**config.mk**
```make
export PLATFORM = sky130hd
export DESIGN_NAME = pds_seq
export DESIGN_NICKNAME = d
export VERILOG_FILES = /design/src/design/pds_pkg.sv /design/src/design/pds_seq.sv /design/src/design/pds_cond.sv /design/src/design/pds_target.sv
export SDC_FILE = /design/constraint.sdc
export NUM_CORES = 1
export LEC_CHECK = 0
export BUFFER_PORTS_ARGS = -buffer_cell sky130_fd_sc_hd__buf_2
export CAP_MARGIN = 20
export CORE_ASPECT_RATIO = 0.8
export CORE_MARGIN = 3
export CORE_UTILIZATION = 61
export DETAILED_ROUTE_END_ITERATION = 10
export PLACE_DENSITY = 0.83
export SETUP_SLACK_MARGIN = 0.1
export SYNTH_ARGS = -nofsm -noshare
export SYNTH_HDL_FRONTEND = slang
export SYNTH_SLANG_ARGS = --single-unit
```
**constraint.sdc**
```tcl
create_clock -name aclk -period 8.9 [get_ports aclk]
set_clock_uncertainty 0.15 [all_clocks]
set_input_delay 0.89 -clock aclk [delete_from_list [all_inputs] [get_ports aclk]]
set_output_delay 0.89 -clock aclk [all_outputs]
set_load 0.01 [all_outputs]
```
**src/design/pds_pkg.sv**
```systemverilog
// Package: constants and types for the position data set sequencer
package pds_pkg;
    // ==========================================================
    // Register byte offsets
    localparam logic [7:0] OFS_FINE = 8'h00;
    localparam logic [7:0] OFS_COARSE = 8'h04;
    localparam logic [7:0] OFS_SPEED = 8'h08;
    localparam logic [7:0] OFS_ATTR = 8'h0c;
    localparam logic [7:0] OFS_CVAL1 = 8'h10;
    localparam logic [7:0] OFS_CVAL2 = 8'h14;
    localparam logic [7:0] OFS_FOLLOW = 8'h18;
    localparam logic [7:0] OFS_TYPE_OWN = 8'h1c;
    localparam logic [7:0] OFS_TYPE_NEXT = 8'h20;
    localparam logic [7:0] OFS_CTRL = 8'h24;
    localparam logic [7:0] OFS_STATUS = 8'h28;
    localparam logic [7:0] OFS_TARGET = 8'h2c;
    // ==========================================================
    // Values after reset and legal ranges
    localparam logic [15:0] RST_SPEED = 16'h0064;
    localparam logic [15:0] RST_ATTR = 16'h0000;
    localparam logic [15:0] RST_CVAL = 16'h0000;
    localparam logic [3:0] RST_FOLLOW = 4'h7;
    localparam logic [1:0] RST_TYPE = 2'h0;
    localparam logic signed [15:0] PART_MAX = 16'sh270f;
    localparam logic signed [15:0] PART_MIN = -16'sh270f;
    localparam logic signed [15:0] COARSE_SCALE = 16'sh2710;
    localparam logic [15:0] SPEED_MAX = 16'h1770;
    localparam logic [15:0] FOLLOW_MAX = 16'h000e;
    localparam logic [15:0] TYPE_MAX = 16'h0002;
    localparam logic [3:0] OWN_SET = 4'h6;
    localparam logic [3:0] NEXT_SET = 4'h7;
    // ==========================================================
    // Field positions
    localparam int ATTR_C1_LSB = 0;
    localparam int ATTR_C2_LSB = 4;
    localparam int ATTR_LOG_LSB = 8;
    localparam int ATTR_MAN_LSB = 12;
    localparam int CTRL_START = 0;
    localparam int CTRL_STOP = 1;
    // ==========================================================
    // Timing
    localparam int CLK_PERIOD_NS = 4;
    localparam int DELAY_UNIT_NS = 1000000;
    localparam int CYC_PER_MS = (DELAY_UNIT_NS + CLK_PERIOD_NS - 1) / CLK_PERIOD_NS;
    // ==========================================================
    // Encodings
    localparam logic [15:0] EDGE_RISE = 16'h0000;
    localparam logic [15:0] EDGE_FALL = 16'h0001;
    localparam logic [15:0] EDGE_ANY = 16'h0002;
    localparam logic [15:0] LEVEL_HIGH = 16'h0003;
    localparam logic [15:0] LEVEL_LOW = 16'h0004;
    localparam logic [1:0] RESP_OKAY = 2'b00;
    localparam logic [1:0] RESP_SLVERR = 2'b10;
    typedef enum logic [1:0] {SET_NULL = 2'h0, SET_ABS = 2'h1, SET_REL = 2'h2} pds_type_e;
    typedef enum logic [3:0] {COND_NONE = 4'h0, COND_DELAY = 4'h1, COND_EDGE = 4'h2, COND_LEVEL = 4'h3} pds_cond_e;
    typedef enum logic [3:0] {LOG_NONE = 4'h0, LOG_AND = 4'h1, LOG_OR = 4'h2} pds_logic_e;
    typedef enum logic [3:0] {MAN_ABORT = 4'h0, MAN_STANDARD = 4'h1, MAN_BUFFERED = 4'h2, MAN_BLEND_LOW = 4'h3,
        MAN_BLEND_PREV = 4'h4, MAN_BLEND_NEXT = 4'h5, MAN_BLEND_HIGH = 4'h6} pds_manner_e;
    typedef enum logic [1:0] {ST_IDLE = 2'b00, ST_RUN = 2'b01, ST_STEP = 2'b11, ST_HOLD = 2'b10} pds_state_e;
endpackage

```
**src/design/pds_seq.sv**
```systemverilog
// Data set sequencer top: AXI4-Lite settings, conditions and step control
//
// Design decisions made here: the AXI4-Lite slave port and the register offsets.
`timescale 1ns/1ns
module pds_seq #(
    parameter int ADDR_W = 8,
    parameter int CYC_PER_MS = pds_pkg::CYC_PER_MS
) (
    input wire logic aclk,
    input wire logic aresetn,
    input wire logic [ADDR_W-1:0] s_axi_awaddr,
    input wire logic s_axi_awvalid,
    output logic s_axi_awready,
    input wire logic [31:0] s_axi_wdata,
    input wire logic [3:0] s_axi_wstrb,
    input wire logic s_axi_wvalid,
    output logic s_axi_wready,
    output logic [1:0] s_axi_bresp,
    output logic s_axi_bvalid,
    input wire logic s_axi_bready,
    input wire logic [ADDR_W-1:0] s_axi_araddr,
    input wire logic s_axi_arvalid,
    output logic s_axi_arready,
    output logic [31:0] s_axi_rdata,
    output logic [1:0] s_axi_rresp,
    output logic s_axi_rvalid,
    input wire logic s_axi_rready,
    input wire logic step_trigger_input,
    input wire logic position_select_input,
    output logic move_valid,
    output logic signed [31:0] move_target,
    output logic move_relative,
    output logic [15:0] move_speed,
    output logic [3:0] move_manner,
    output logic step_valid,
    output logic [3:0] step_set,
    output logic [1:0] seq_state
);
    import pds_pkg::*;

    // ==========================================================
    // Declarations
    logic signed [15:0] fine;
    logic signed [15:0] coarse;
    logic [15:0] speed;
    logic [15:0] attr;
    logic [15:0] cval1;
    logic [15:0] cval2;
    logic [3:0] follow;
    logic [1:0] type_own;
    logic [1:0] type_next;
    logic signed [31:0] target;
    pds_state_e state;
    logic aw_held;
    logic w_held;
    logic [7:0] aw_addr;
    logic [31:0] w_data;
    logic [3:0] w_strb;
    logic do_write;
    logic aw_hs;
    logic w_hs;
    logic ar_hs;
    logic next_aw_held;
    logic next_w_held;
    logic next_bvalid;
    logic next_rvalid;
    logic [15:0] cur16;
    logic [15:0] wv;
    logic wr_ok;
    logic [31:0] rd_val;
    logic rd_ok;
    logic start;
    logic stop;
    logic arm;
    logic step_ok;
    logic [1:0] met;
    logic [3:0] ctype [2];
    logic [15:0] cval [2];
    logic trig [2];
    logic [3:0] log_sel;

    // ==========================================================
    // Write channel handshakes, one write under way at a time
    assign aw_hs = s_axi_awvalid & s_axi_awready;
    assign w_hs = s_axi_wvalid & s_axi_wready;
    assign do_write = aw_held & w_held & ~s_axi_bvalid;
    assign next_aw_held = (aw_held & ~do_write) | aw_hs;
    assign next_w_held = (w_held & ~do_write) | w_hs;
    assign next_bvalid = (s_axi_bvalid & ~s_axi_bready) | do_write;

    // Address and data are taken in either order and held until the write
    always_ff @(posedge aclk) begin
        if (!aresetn) begin
            aw_held <= 1'b0;
            w_held <= 1'b0;
            aw_addr <= '0;
            w_data <= '0;
            w_strb <= '0;
        end else begin
            aw_held <= next_aw_held;
            w_held <= next_w_held;
            if (aw_hs) aw_addr <= 8'(s_axi_awaddr);
            if (w_hs) begin
                w_data <= s_axi_wdata;
                w_strb <= s_axi_wstrb;
            end
        end
    end

    // Ready and response flops
    always_ff @(posedge aclk) begin
        if (!aresetn) begin
            s_axi_awready <= 1'b0;
            s_axi_wready <= 1'b0;
            s_axi_bvalid <= 1'b0;
            s_axi_bresp <= RESP_OKAY;
        end else begin
            s_axi_awready <= ~next_aw_held & ~next_bvalid;
            s_axi_wready <= ~next_w_held & ~next_bvalid;
            s_axi_bvalid <= next_bvalid;
            if (do_write) s_axi_bresp <= wr_ok ? RESP_OKAY : RESP_SLVERR;
        end
    end

    // Current value at the write address, merged with the byte lanes
    always_comb begin
        cur16 = '0;
        wr_ok = 1'b1;
        case (aw_addr)
            OFS_FINE: cur16 = fine;
            OFS_COARSE: cur16 = coarse;
            OFS_SPEED: cur16 = speed;
            OFS_ATTR: cur16 = attr;
            OFS_CVAL1: cur16 = cval1;
            OFS_CVAL2: cur16 = cval2;
            OFS_FOLLOW: cur16 = {12'h000, follow};
            OFS_TYPE_OWN: cur16 = {14'h0000, type_own};
            OFS_TYPE_NEXT: cur16 = {14'h0000, type_next};
            OFS_CTRL: cur16 = '0;
            default: wr_ok = 1'b0;
        endcase
        wv = cur16;
        if (w_strb[0]) wv[7:0] = w_data[7:0];
        if (w_strb[1]) wv[15:8] = w_data[15:8];
    end

    // ==========================================================
    // Settings; a value outside its range leaves the setting unchanged
    always_ff @(posedge aclk) begin
        if (!aresetn) begin
            fine <= '0;
            coarse <= '0;
            speed <= RST_SPEED;
            attr <= RST_ATTR;
            cval1 <= RST_CVAL;
            cval2 <= RST_CVAL;
            follow <= RST_FOLLOW;
            type_own <= RST_TYPE;
            type_next <= RST_TYPE;
        end else if (do_write) begin
            case (aw_addr)
                OFS_FINE: if ($signed(wv) >= PART_MIN && $signed(wv) <= PART_MAX) fine <= wv;
                OFS_COARSE: if ($signed(wv) >= PART_MIN && $signed(wv) <= PART_MAX) coarse <= wv;
                OFS_SPEED: if (wv <= SPEED_MAX) speed <= wv;
                OFS_ATTR: attr <= wv;
                OFS_CVAL1: cval1 <= wv;
                OFS_CVAL2: cval2 <= wv;
                OFS_FOLLOW: if (wv <= FOLLOW_MAX) follow <= wv[3:0];
                OFS_TYPE_OWN: if (wv <= TYPE_MAX) type_own <= wv[1:0];
                OFS_TYPE_NEXT: if (wv <= TYPE_MAX) type_next <= wv[1:0];
                default: ;
            endcase
        end
    end

    // Control strobes from the control register
    assign start = do_write & (aw_addr == OFS_CTRL) & w_strb[0] & w_data[CTRL_START];
    assign stop = do_write & (aw_addr == OFS_CTRL) & w_strb[0] & w_data[CTRL_STOP];

    // ==========================================================
    // Read channel
    assign ar_hs = s_axi_arvalid & s_axi_arready;
    assign next_rvalid = (s_axi_rvalid & ~s_axi_rready) | ar_hs;

    // Read mux; unmapped addresses answer SLVERR with zero data
    always_comb begin
        rd_val = '0;
        rd_ok = 1'b1;
        case (8'(s_axi_araddr))
            OFS_FINE: rd_val = 32'(fine);
            OFS_COARSE: rd_val = 32'(coarse);
            OFS_SPEED: rd_val = {16'h0000, speed};
            OFS_ATTR: rd_val = {16'h0000, attr};
            OFS_CVAL1: rd_val = {16'h0000, cval1};
            OFS_CVAL2: rd_val = {16'h0000, cval2};
            OFS_FOLLOW: rd_val = {28'h0000000, follow};
            OFS_TYPE_OWN: rd_val = {30'h00000000, type_own};
            OFS_TYPE_NEXT: rd_val = {30'h00000000, type_next};
            OFS_CTRL: rd_val = '0;
            OFS_STATUS: rd_val = {28'h0000000, state, met};
            OFS_TARGET: rd_val = target;
            default: rd_ok = 1'b0;
        endcase
    end

    // Read answer flops
    always_ff @(posedge aclk) begin
        if (!aresetn) begin
            s_axi_arready <= 1'b0;
            s_axi_rvalid <= 1'b0;
            s_axi_rdata <= '0;
            s_axi_rresp <= RESP_OKAY;
        end else begin
            s_axi_arready <= ~next_rvalid;
            s_axi_rvalid <= next_rvalid;
            if (ar_hs) begin
                s_axi_rdata <= rd_val;
                s_axi_rresp <= rd_ok ? RESP_OKAY : RESP_SLVERR;
            end
        end
    end

    // ==========================================================
    // Target and conditions
    pds_target u_target (
        .aclk(aclk),
        .aresetn(aresetn),
        .fine(fine),
        .coarse(coarse),
        .target(target)
    );

    assign arm = (state == ST_RUN);
    assign ctype[0] = attr[ATTR_C1_LSB +: 4];
    assign ctype[1] = attr[ATTR_C2_LSB +: 4];
    assign cval[0] = cval1;
    assign cval[1] = cval2;
    assign trig[0] = step_trigger_input;
    assign trig[1] = position_select_input;
    assign log_sel = attr[ATTR_LOG_LSB +: 4];

    // One evaluator per condition
    for (genvar i = 0; i < 2; i++) begin : g_cond
        pds_cond #(.CYC_PER_MS(CYC_PER_MS)) u_cond (
            .aclk(aclk),
            .aresetn(aresetn),
            .arm(arm),
            .cond_type(ctype[i]),
            .cond_value(cval[i]),
            .trigger(trig[i]),
            .met(met[i])
        );
    end

    // Combining logic of the two conditions
    always_comb begin
        case (log_sel)
            LOG_NONE: step_ok = met[0];
            LOG_AND: step_ok = met[0] & met[1];
            LOG_OR: step_ok = met[0] | met[1];
            default: step_ok = 1'b0;
        endcase
    end

    // ==========================================================
    // Sequencer: issue the move, wait for the step, hand over or hold
    always_ff @(posedge aclk) begin
        if (!aresetn) begin
            state <= ST_IDLE;
            move_valid <= 1'b0;
            move_target <= '0;
            move_relative <= 1'b0;
            move_speed <= '0;
            move_manner <= '0;
            step_valid <= 1'b0;
            step_set <= '0;
        end else begin
            move_valid <= 1'b0;
            step_valid <= 1'b0;
            if (stop) begin
                state <= ST_IDLE;
            end else if (start || (state == ST_STEP && follow == OWN_SET)) begin
                if (type_own == SET_NULL) begin
                    state <= ST_IDLE;
                end else begin
                    state <= ST_RUN;
                    move_valid <= 1'b1;
                    move_target <= target;
                    move_relative <= (type_own == SET_REL);
                    move_speed <= speed;
                    move_manner <= attr[ATTR_MAN_LSB +: 4];
                end
            end else begin
                case (state)
                    ST_RUN: begin
                        if (step_ok) begin
                            state <= ST_STEP;
                            step_valid <= 1'b1;
                            step_set <= follow;
                        end
                    end
                    ST_STEP: begin
                        if (follow == NEXT_SET && type_next == SET_NULL) state <= ST_HOLD;
                        else state <= ST_IDLE;
                    end
                    ST_IDLE, ST_HOLD: ;
                    default: state <= ST_IDLE;
                endcase
            end
        end
    end

    assign seq_state = state;

    // ==========================================================
    // Checks
    chk_target_sum: assert property (@(posedge aclk) disable iff (!aresetn)
        $rose(move_valid) && $stable(fine) && $stable(coarse) |-> move_target == 32'(coarse) * 32'sd10000 + 32'(fine))
        else $error("move target not fine plus coarse times ten thousand");
    chk_null_start: assert property (@(posedge aclk) disable iff (!aresetn)
        (start && !stop && type_own == SET_NULL) |=> !move_valid && state == ST_IDLE)
        else $error("null data set started a move");
    chk_attr_reset: assert property (@(posedge aclk) disable iff (!aresetn)
        $past(!aresetn) |-> attr == 16'h0000 && follow == 4'h7)
        else $error("attribute or follow-up wrong after reset");
    chk_no_cond_step: assert property (@(posedge aclk) disable iff (!aresetn)
        (state == ST_RUN && !start && !stop && log_sel == LOG_NONE && ctype[0] == COND_NONE)
        |=> step_valid ##1 (state != ST_RUN || follow == OWN_SET || $past(start)))
        else $error("unconditional step did not fire");
    chk_and_logic: assert property (@(posedge aclk) disable iff (!aresetn)
        (state == ST_RUN && log_sel == LOG_AND && !(met[0] && met[1])) |=> !step_valid)
        else $error("AND step fired with one condition false");
    chk_manner_out: assert property (@(posedge aclk) disable iff (!aresetn)
        move_valid && $stable(attr) |-> move_manner == attr[15:12])
        else $error("move manner does not follow attribute");
    chk_cval_reset: assert property (@(posedge aclk) disable iff (!aresetn)
        $past(!aresetn) |-> cval1 == 16'h0000 && cval2 == 16'h0000)
        else $error("condition values not zero after reset");
    chk_follow_out: assert property (@(posedge aclk) disable iff (!aresetn)
        step_valid |-> step_set == $past(follow) && state == ST_STEP)
        else $error("step set differs from follow-up number");
    chk_hold_null: assert property (@(posedge aclk) disable iff (!aresetn)
        (state == ST_STEP && !start && !stop && follow == 4'h7 && type_next == SET_NULL)
        |=> state == ST_HOLD ##1 (state == ST_HOLD || $past(start) || $past(stop)))
        else $error("null follow-up set did not hold");
endmodule

```
**src/design/pds_cond.sv**
```systemverilog
// One step change condition: none, delay, trigger edge or trigger level
`timescale 1ns/1ns
module pds_cond #(
    parameter int CYC_PER_MS = pds_pkg::CYC_PER_MS
) (
    input wire logic aclk,
    input wire logic aresetn,
    input wire logic arm,
    input wire logic [3:0] cond_type,
    input wire logic [15:0] cond_value,
    input wire logic trigger,
    output logic met
);
    import pds_pkg::*;
    logic trig_prev;
    logic hit;
    logic edge_now;
    logic level_now;
    logic [31:0] tick;
    logic [15:0] ms_count;

    // Edge selection and level selection from the condition value
    always_comb begin
        edge_now = 1'b0;
        level_now = 1'b0;
        case (cond_value)
            EDGE_RISE: edge_now = trigger & ~trig_prev;
            EDGE_FALL: edge_now = ~trigger & trig_prev;
            EDGE_ANY: edge_now = trigger ^ trig_prev;
            LEVEL_HIGH: level_now = trigger;
            LEVEL_LOW: level_now = ~trigger;
            default: ;
        endcase
    end

    // Condition result per type; unknown types never fire
    always_comb begin
        case (cond_type)
            COND_NONE: met = arm;
            COND_DELAY: met = arm & (ms_count >= cond_value);
            COND_EDGE: met = arm & (hit | edge_now);
            COND_LEVEL: met = arm & level_now;
            default: met = 1'b0;
        endcase
    end

    // Previous trigger sample, kept also while disarmed
    always_ff @(posedge aclk) begin
        if (!aresetn) trig_prev <= 1'b0;
        else trig_prev <= trigger;
    end

    // Edge stays caught until disarmed, so AND with a later condition works
    always_ff @(posedge aclk) begin
        if (!aresetn || !arm) hit <= 1'b0;
        else if (edge_now) hit <= 1'b1;
    end

    // Millisecond timer, restarts on each arming
    always_ff @(posedge aclk) begin
        if (!aresetn || !arm) begin
            tick <= '0;
            ms_count <= '0;
        end else if (tick == 32'(CYC_PER_MS - 1)) begin
            tick <= '0;
            if (ms_count != 16'hffff) ms_count <= ms_count + 16'h0001;
        end else begin
            tick <= tick + 32'h0000_0001;
        end
    end

    chk_rise_edge: assert property (@(posedge aclk) disable iff (!aresetn)
        (arm && cond_type == COND_EDGE && cond_value == EDGE_RISE && trigger && !trig_prev) |-> met)
        else $error("rising edge did not satisfy condition");
    chk_level_low: assert property (@(posedge aclk) disable iff (!aresetn)
        (cond_type == COND_LEVEL && cond_value == LEVEL_LOW && trigger) |-> !met)
        else $error("level low condition met with input high");
    chk_delay_wait: assert property (@(posedge aclk) disable iff (!aresetn)
        (cond_type == COND_DELAY && ms_count < cond_value) |-> !met)
        else $error("delay condition met before time elapsed");
endmodule

```
**src/design/pds_target.sv**
```systemverilog
// Target position from fine and coarse parts
`timescale 1ns/1ns
module pds_target (
    input wire logic aclk,
    input wire logic aresetn,
    input wire logic signed [15:0] fine,
    input wire logic signed [15:0] coarse,
    output logic signed [31:0] target
);
    import pds_pkg::*;
    logic signed [31:0] scaled;

    // Coarse part counts ten thousand pulses
    assign scaled = coarse * COARSE_SCALE;

    // Registered sum, one cycle behind the settings
    always_ff @(posedge aclk) begin
        if (!aresetn) target <= '0;
        else target <= scaled + 32'(fine);
    end
endmodule

```
==> results_dict.tcl <==
set metrics [dict create \
    post_synth.cell_area_avg_um2 8.382 \
    final.min_clock_period_ns 7.383 \
    hold_path.startpoint "move_speed[0]" \
    synthesis.instances 2479 \
    fin_ws_ns 1.517 \
    stdcell_area_um2 23030 \
    layout.nets 2830 \
    clock-root-buffer "clkbuf_16" \
    seq_area_um2 7287 \
    routed_via_density 6.309 \
    vias_in_the_first_global_route 17670 \
    clockBufferDepth 3 \
    power.static_leakage_nw 9.215 \
    cts_post_setup_buffers_inserted 0 \
    worst_ep_arrival_time_ns 7.65 \
    run_status "finished clean" \
    hold-path-endpoint "move_speed[0]" \
    cp_data_required_time_ns 9.17 \
    die_width_um 212.4 \
    reg2reg_depth 25 \
    maxCapViolations 0 \
    slowest_stage "dfxtp_1" \
    groute.layer.met3.usage 0.1393 \
    worst_hold_path_type "register to register" \
    worst_margin_slew_ns 1.168 \
    cts_tree "done" \
    routedWlPerCell_um 22.33 \
    worst-r2r-setup-slack_ns 1.52 \
    fin_crit_sh 0.8296 \
    worst_r2r_endpoint "u_target.target[30]" \
    cts_repair_resize_count 0 \
    synth.cell_area_um2 20780 \
    io-pin-count 163 \
    cts_made_buffers 37 \
    drt-initial-drc-count 2533 \
    global_route.overflow_total 0 \
    drc 0 \
    fp.dieArea_um2 36330 \
    rsz_0062_raised_after_global_routing "false" \
    synth_sequential_area_ratio 0.3507 \
    globalRouteMet1Util 0.5185 \
    final_layout_size_suffix_gt1_frac 0.1083 \
    worstSkewPairLatency_ns 0.55 \
    floorplan.die.height_um 171.1 \
    ys_ff_latch 364 \
    r2r-start "coarse[5]" \
    grt_use_total 0.3662 \
    drtPass1Iterations 9 \
    maximum_level_of_the_cts_h_tree 2 \
    antennaDiodeCount 0 \
    finalSetupViolations 0 \
    synth_flop_cell "dfxtp_1" \
    ant_nets 0 \
    routabilityCongestion 1.039 \
    critical_path.endpoint_type "register" \
    antenna_found_initial 0 \
    mostFrequentLayoutCell "dfxtp_1" \
    fmax_mhz 135.4 \
    global_route_wire_length_before_repair_um 102500 \
    totalWireLength_um 67480 \
    critPathKind "register to register" \
    vias 19070 \
    met2_usage 0.5200 \
    initial_utilization 0.6283 \
    finalHoldWorstSlack_ns 0.3028 \
    synth_edf_count 0 \
    async_flop_share 0 \
    worstPathMaxFanout 8 \
    critical-path-max-stage-delay_ns 0.65 \
    vdd_ir_drop_max_mv 0.1474 \
    num_rows 59 \
    area.growth.synth_to_final_pct 10.83 \
    grt_most_used_layer "met2" \
    drv_slew 0 \
    yosysWarnings 0 \
    total_power_mw 3.395 \
    slew-limit-headroom 0.2182 \
    aggregate_negative_setup_slack_ns 0 \
    fillers 2623 \
    multi_input_area_um2 12420 \
    dp_worst_setup_slack_ns 1.645 \
    mostFrequentLayoutCells "dfxtp_1 (364), nand2_1 (331), nor2_1 (266)" \
    power_per_cell_area_nw_per_um2 147.4 \
    number_of_failing_hold_endpoints_at_the_final_stage 0 \
    cts.reportedPaths.clkPinSlew_ns 0.07 \
    post_dp_cell_area_um2 21730 \
    numClockSinks 364 \
    hpwlAfterDp_um 49820 \
    critical_path.startpoint_type "register" \
    hold_depth 2 \
    holdBufCountCts 0 \
    grt_start_max_net_pins 108 \
    yosys.cell_types.count 89 \
    portBuffers 142 \
    core_area_um2 33070 \
]
[flip-flops by register name (all words and copies together), names as in the netlist, 4 cells and up]
name,flops
s_axi_rdata,32
cval2,16
g_cond.u_cond.tick,64
step_set,4
w_data,16
attr,16
fine,16
speed,16
coarse,16
aw_addr,8
move_speed,16
u_target.target,32
move_manner,4
g_cond.u_cond.ms_count,32
move_target,32
follow,4
cval1,16
[synth_stat cells, types with 10 or more instances]
cell      count  area, µm²
dfxtp_1     364       7287
nor4_1       25      156.4
ha_1        153       1914
a222oi_1     17      170.2
buf_4        10      75.07
and3_1       24      150.1
nand2_1     331       1242
o21ai_0      60      300.3
nand2b_1     20      125.1
xor2_1       58      508.0
nor3_1       41      205.2
inv_1       156      585.6
nor2b_1      18      112.6
a21oi_1     205       1026
or2_2        13      81.33
a31oi_1      22      137.6
nand3_1      52      260.3
clkbuf_1     89      334.1
nand4_1      33      206.5
a22oi_1      42      315.3
and2_1       17      106.4
a21o_1       16      120.1
o21a_1       15      112.6
fa_1         45      900.9
xnor2_1      47      411.6
nor2_1      267       1002
or3_1        28      175.2
mux2i_1      88      880.8
a211oi_1     47      352.8
[power breakdown]
group	switching, mW	internal [mW]	total, mW
Sequential	0.0135	1.64	1.65
Combinational	0.0975	0.0371	0.135
Clock	0.663	0.946	1.61
Total	0.774	2.62	3.39
[critical path: cells and delay by family, from the launching register on]
family                     cells  cell delay [ns]
AOI/OAI and AO/OA              8             2.29
xor gates and xnor gates       2             0.31
adders and majority gates      7             2.91
buffers and inverters          4             0.22
DFF                            1             0.65
and+or+nand+nor                4             0.73
[final cells by class]
type,count,share of cell area
inverters,157,0.02581
well taps,427,0.02320
clock buffers,48,0.04547
flip-flops and latches,364,0.3164
clock inverters,15,0.008367
multi-input cells,1840,0.5393
repair buffers,171,0.04140
[cells by family (layout without fill, tap and decap cells)]
kind of cell / Yosys count / in the layout / synth area share
multiplexers: 92 / 92 / 0.04456
flip-flops: 364 / 364 / 0.3507
AO/OA/AOI/OAI: 525 / 525 / 0.1652
XOR/XNOR: 105 / 105 / 0.04426
other: 1 / 2 / 0.0001805
AND/OR/NAND/NOR: 918 / 918 / 0.2056
buffers and inverters: 276 / 391 / 0.05407
adder cells (fa/ha/maj): 198 / 198 / 0.1355
[layer usage]
layer	vias up	routed length, µm
li1	8849	-
met1	9065	29400
met2	1002	26980
met3	151	8899
met4	0	2203
met5	-	0
[worst max path at each step]
stage	startpoint	slack (ns)	depth (start not counted)	end
after floorplan	coarse[5]	2.75	25	u_target.target[30]
after global placement	coarse[5]	1.96	26	u_target.target[30]
after detailed placement	coarse[5]	1.65	25	u_target.target[30]
after CTS	coarse[5]	1.59	25	u_target.target[30]
after global routing	coarse[5]	0.97	25	u_target.target[30]
final	coarse[5]	1.52	25	u_target.target[30]
[through the flow]
step / utilization / cells
floorplan: - / 2480
global placement: 0.6570 / 2954
detailed placement: 0.6570 / 2954
CTS: 0.6945 / 3017
global route: 0.6964 / 3022
finish: 0.6964 / 3022
Note: power is estimated with default switching activity, not from simulation.
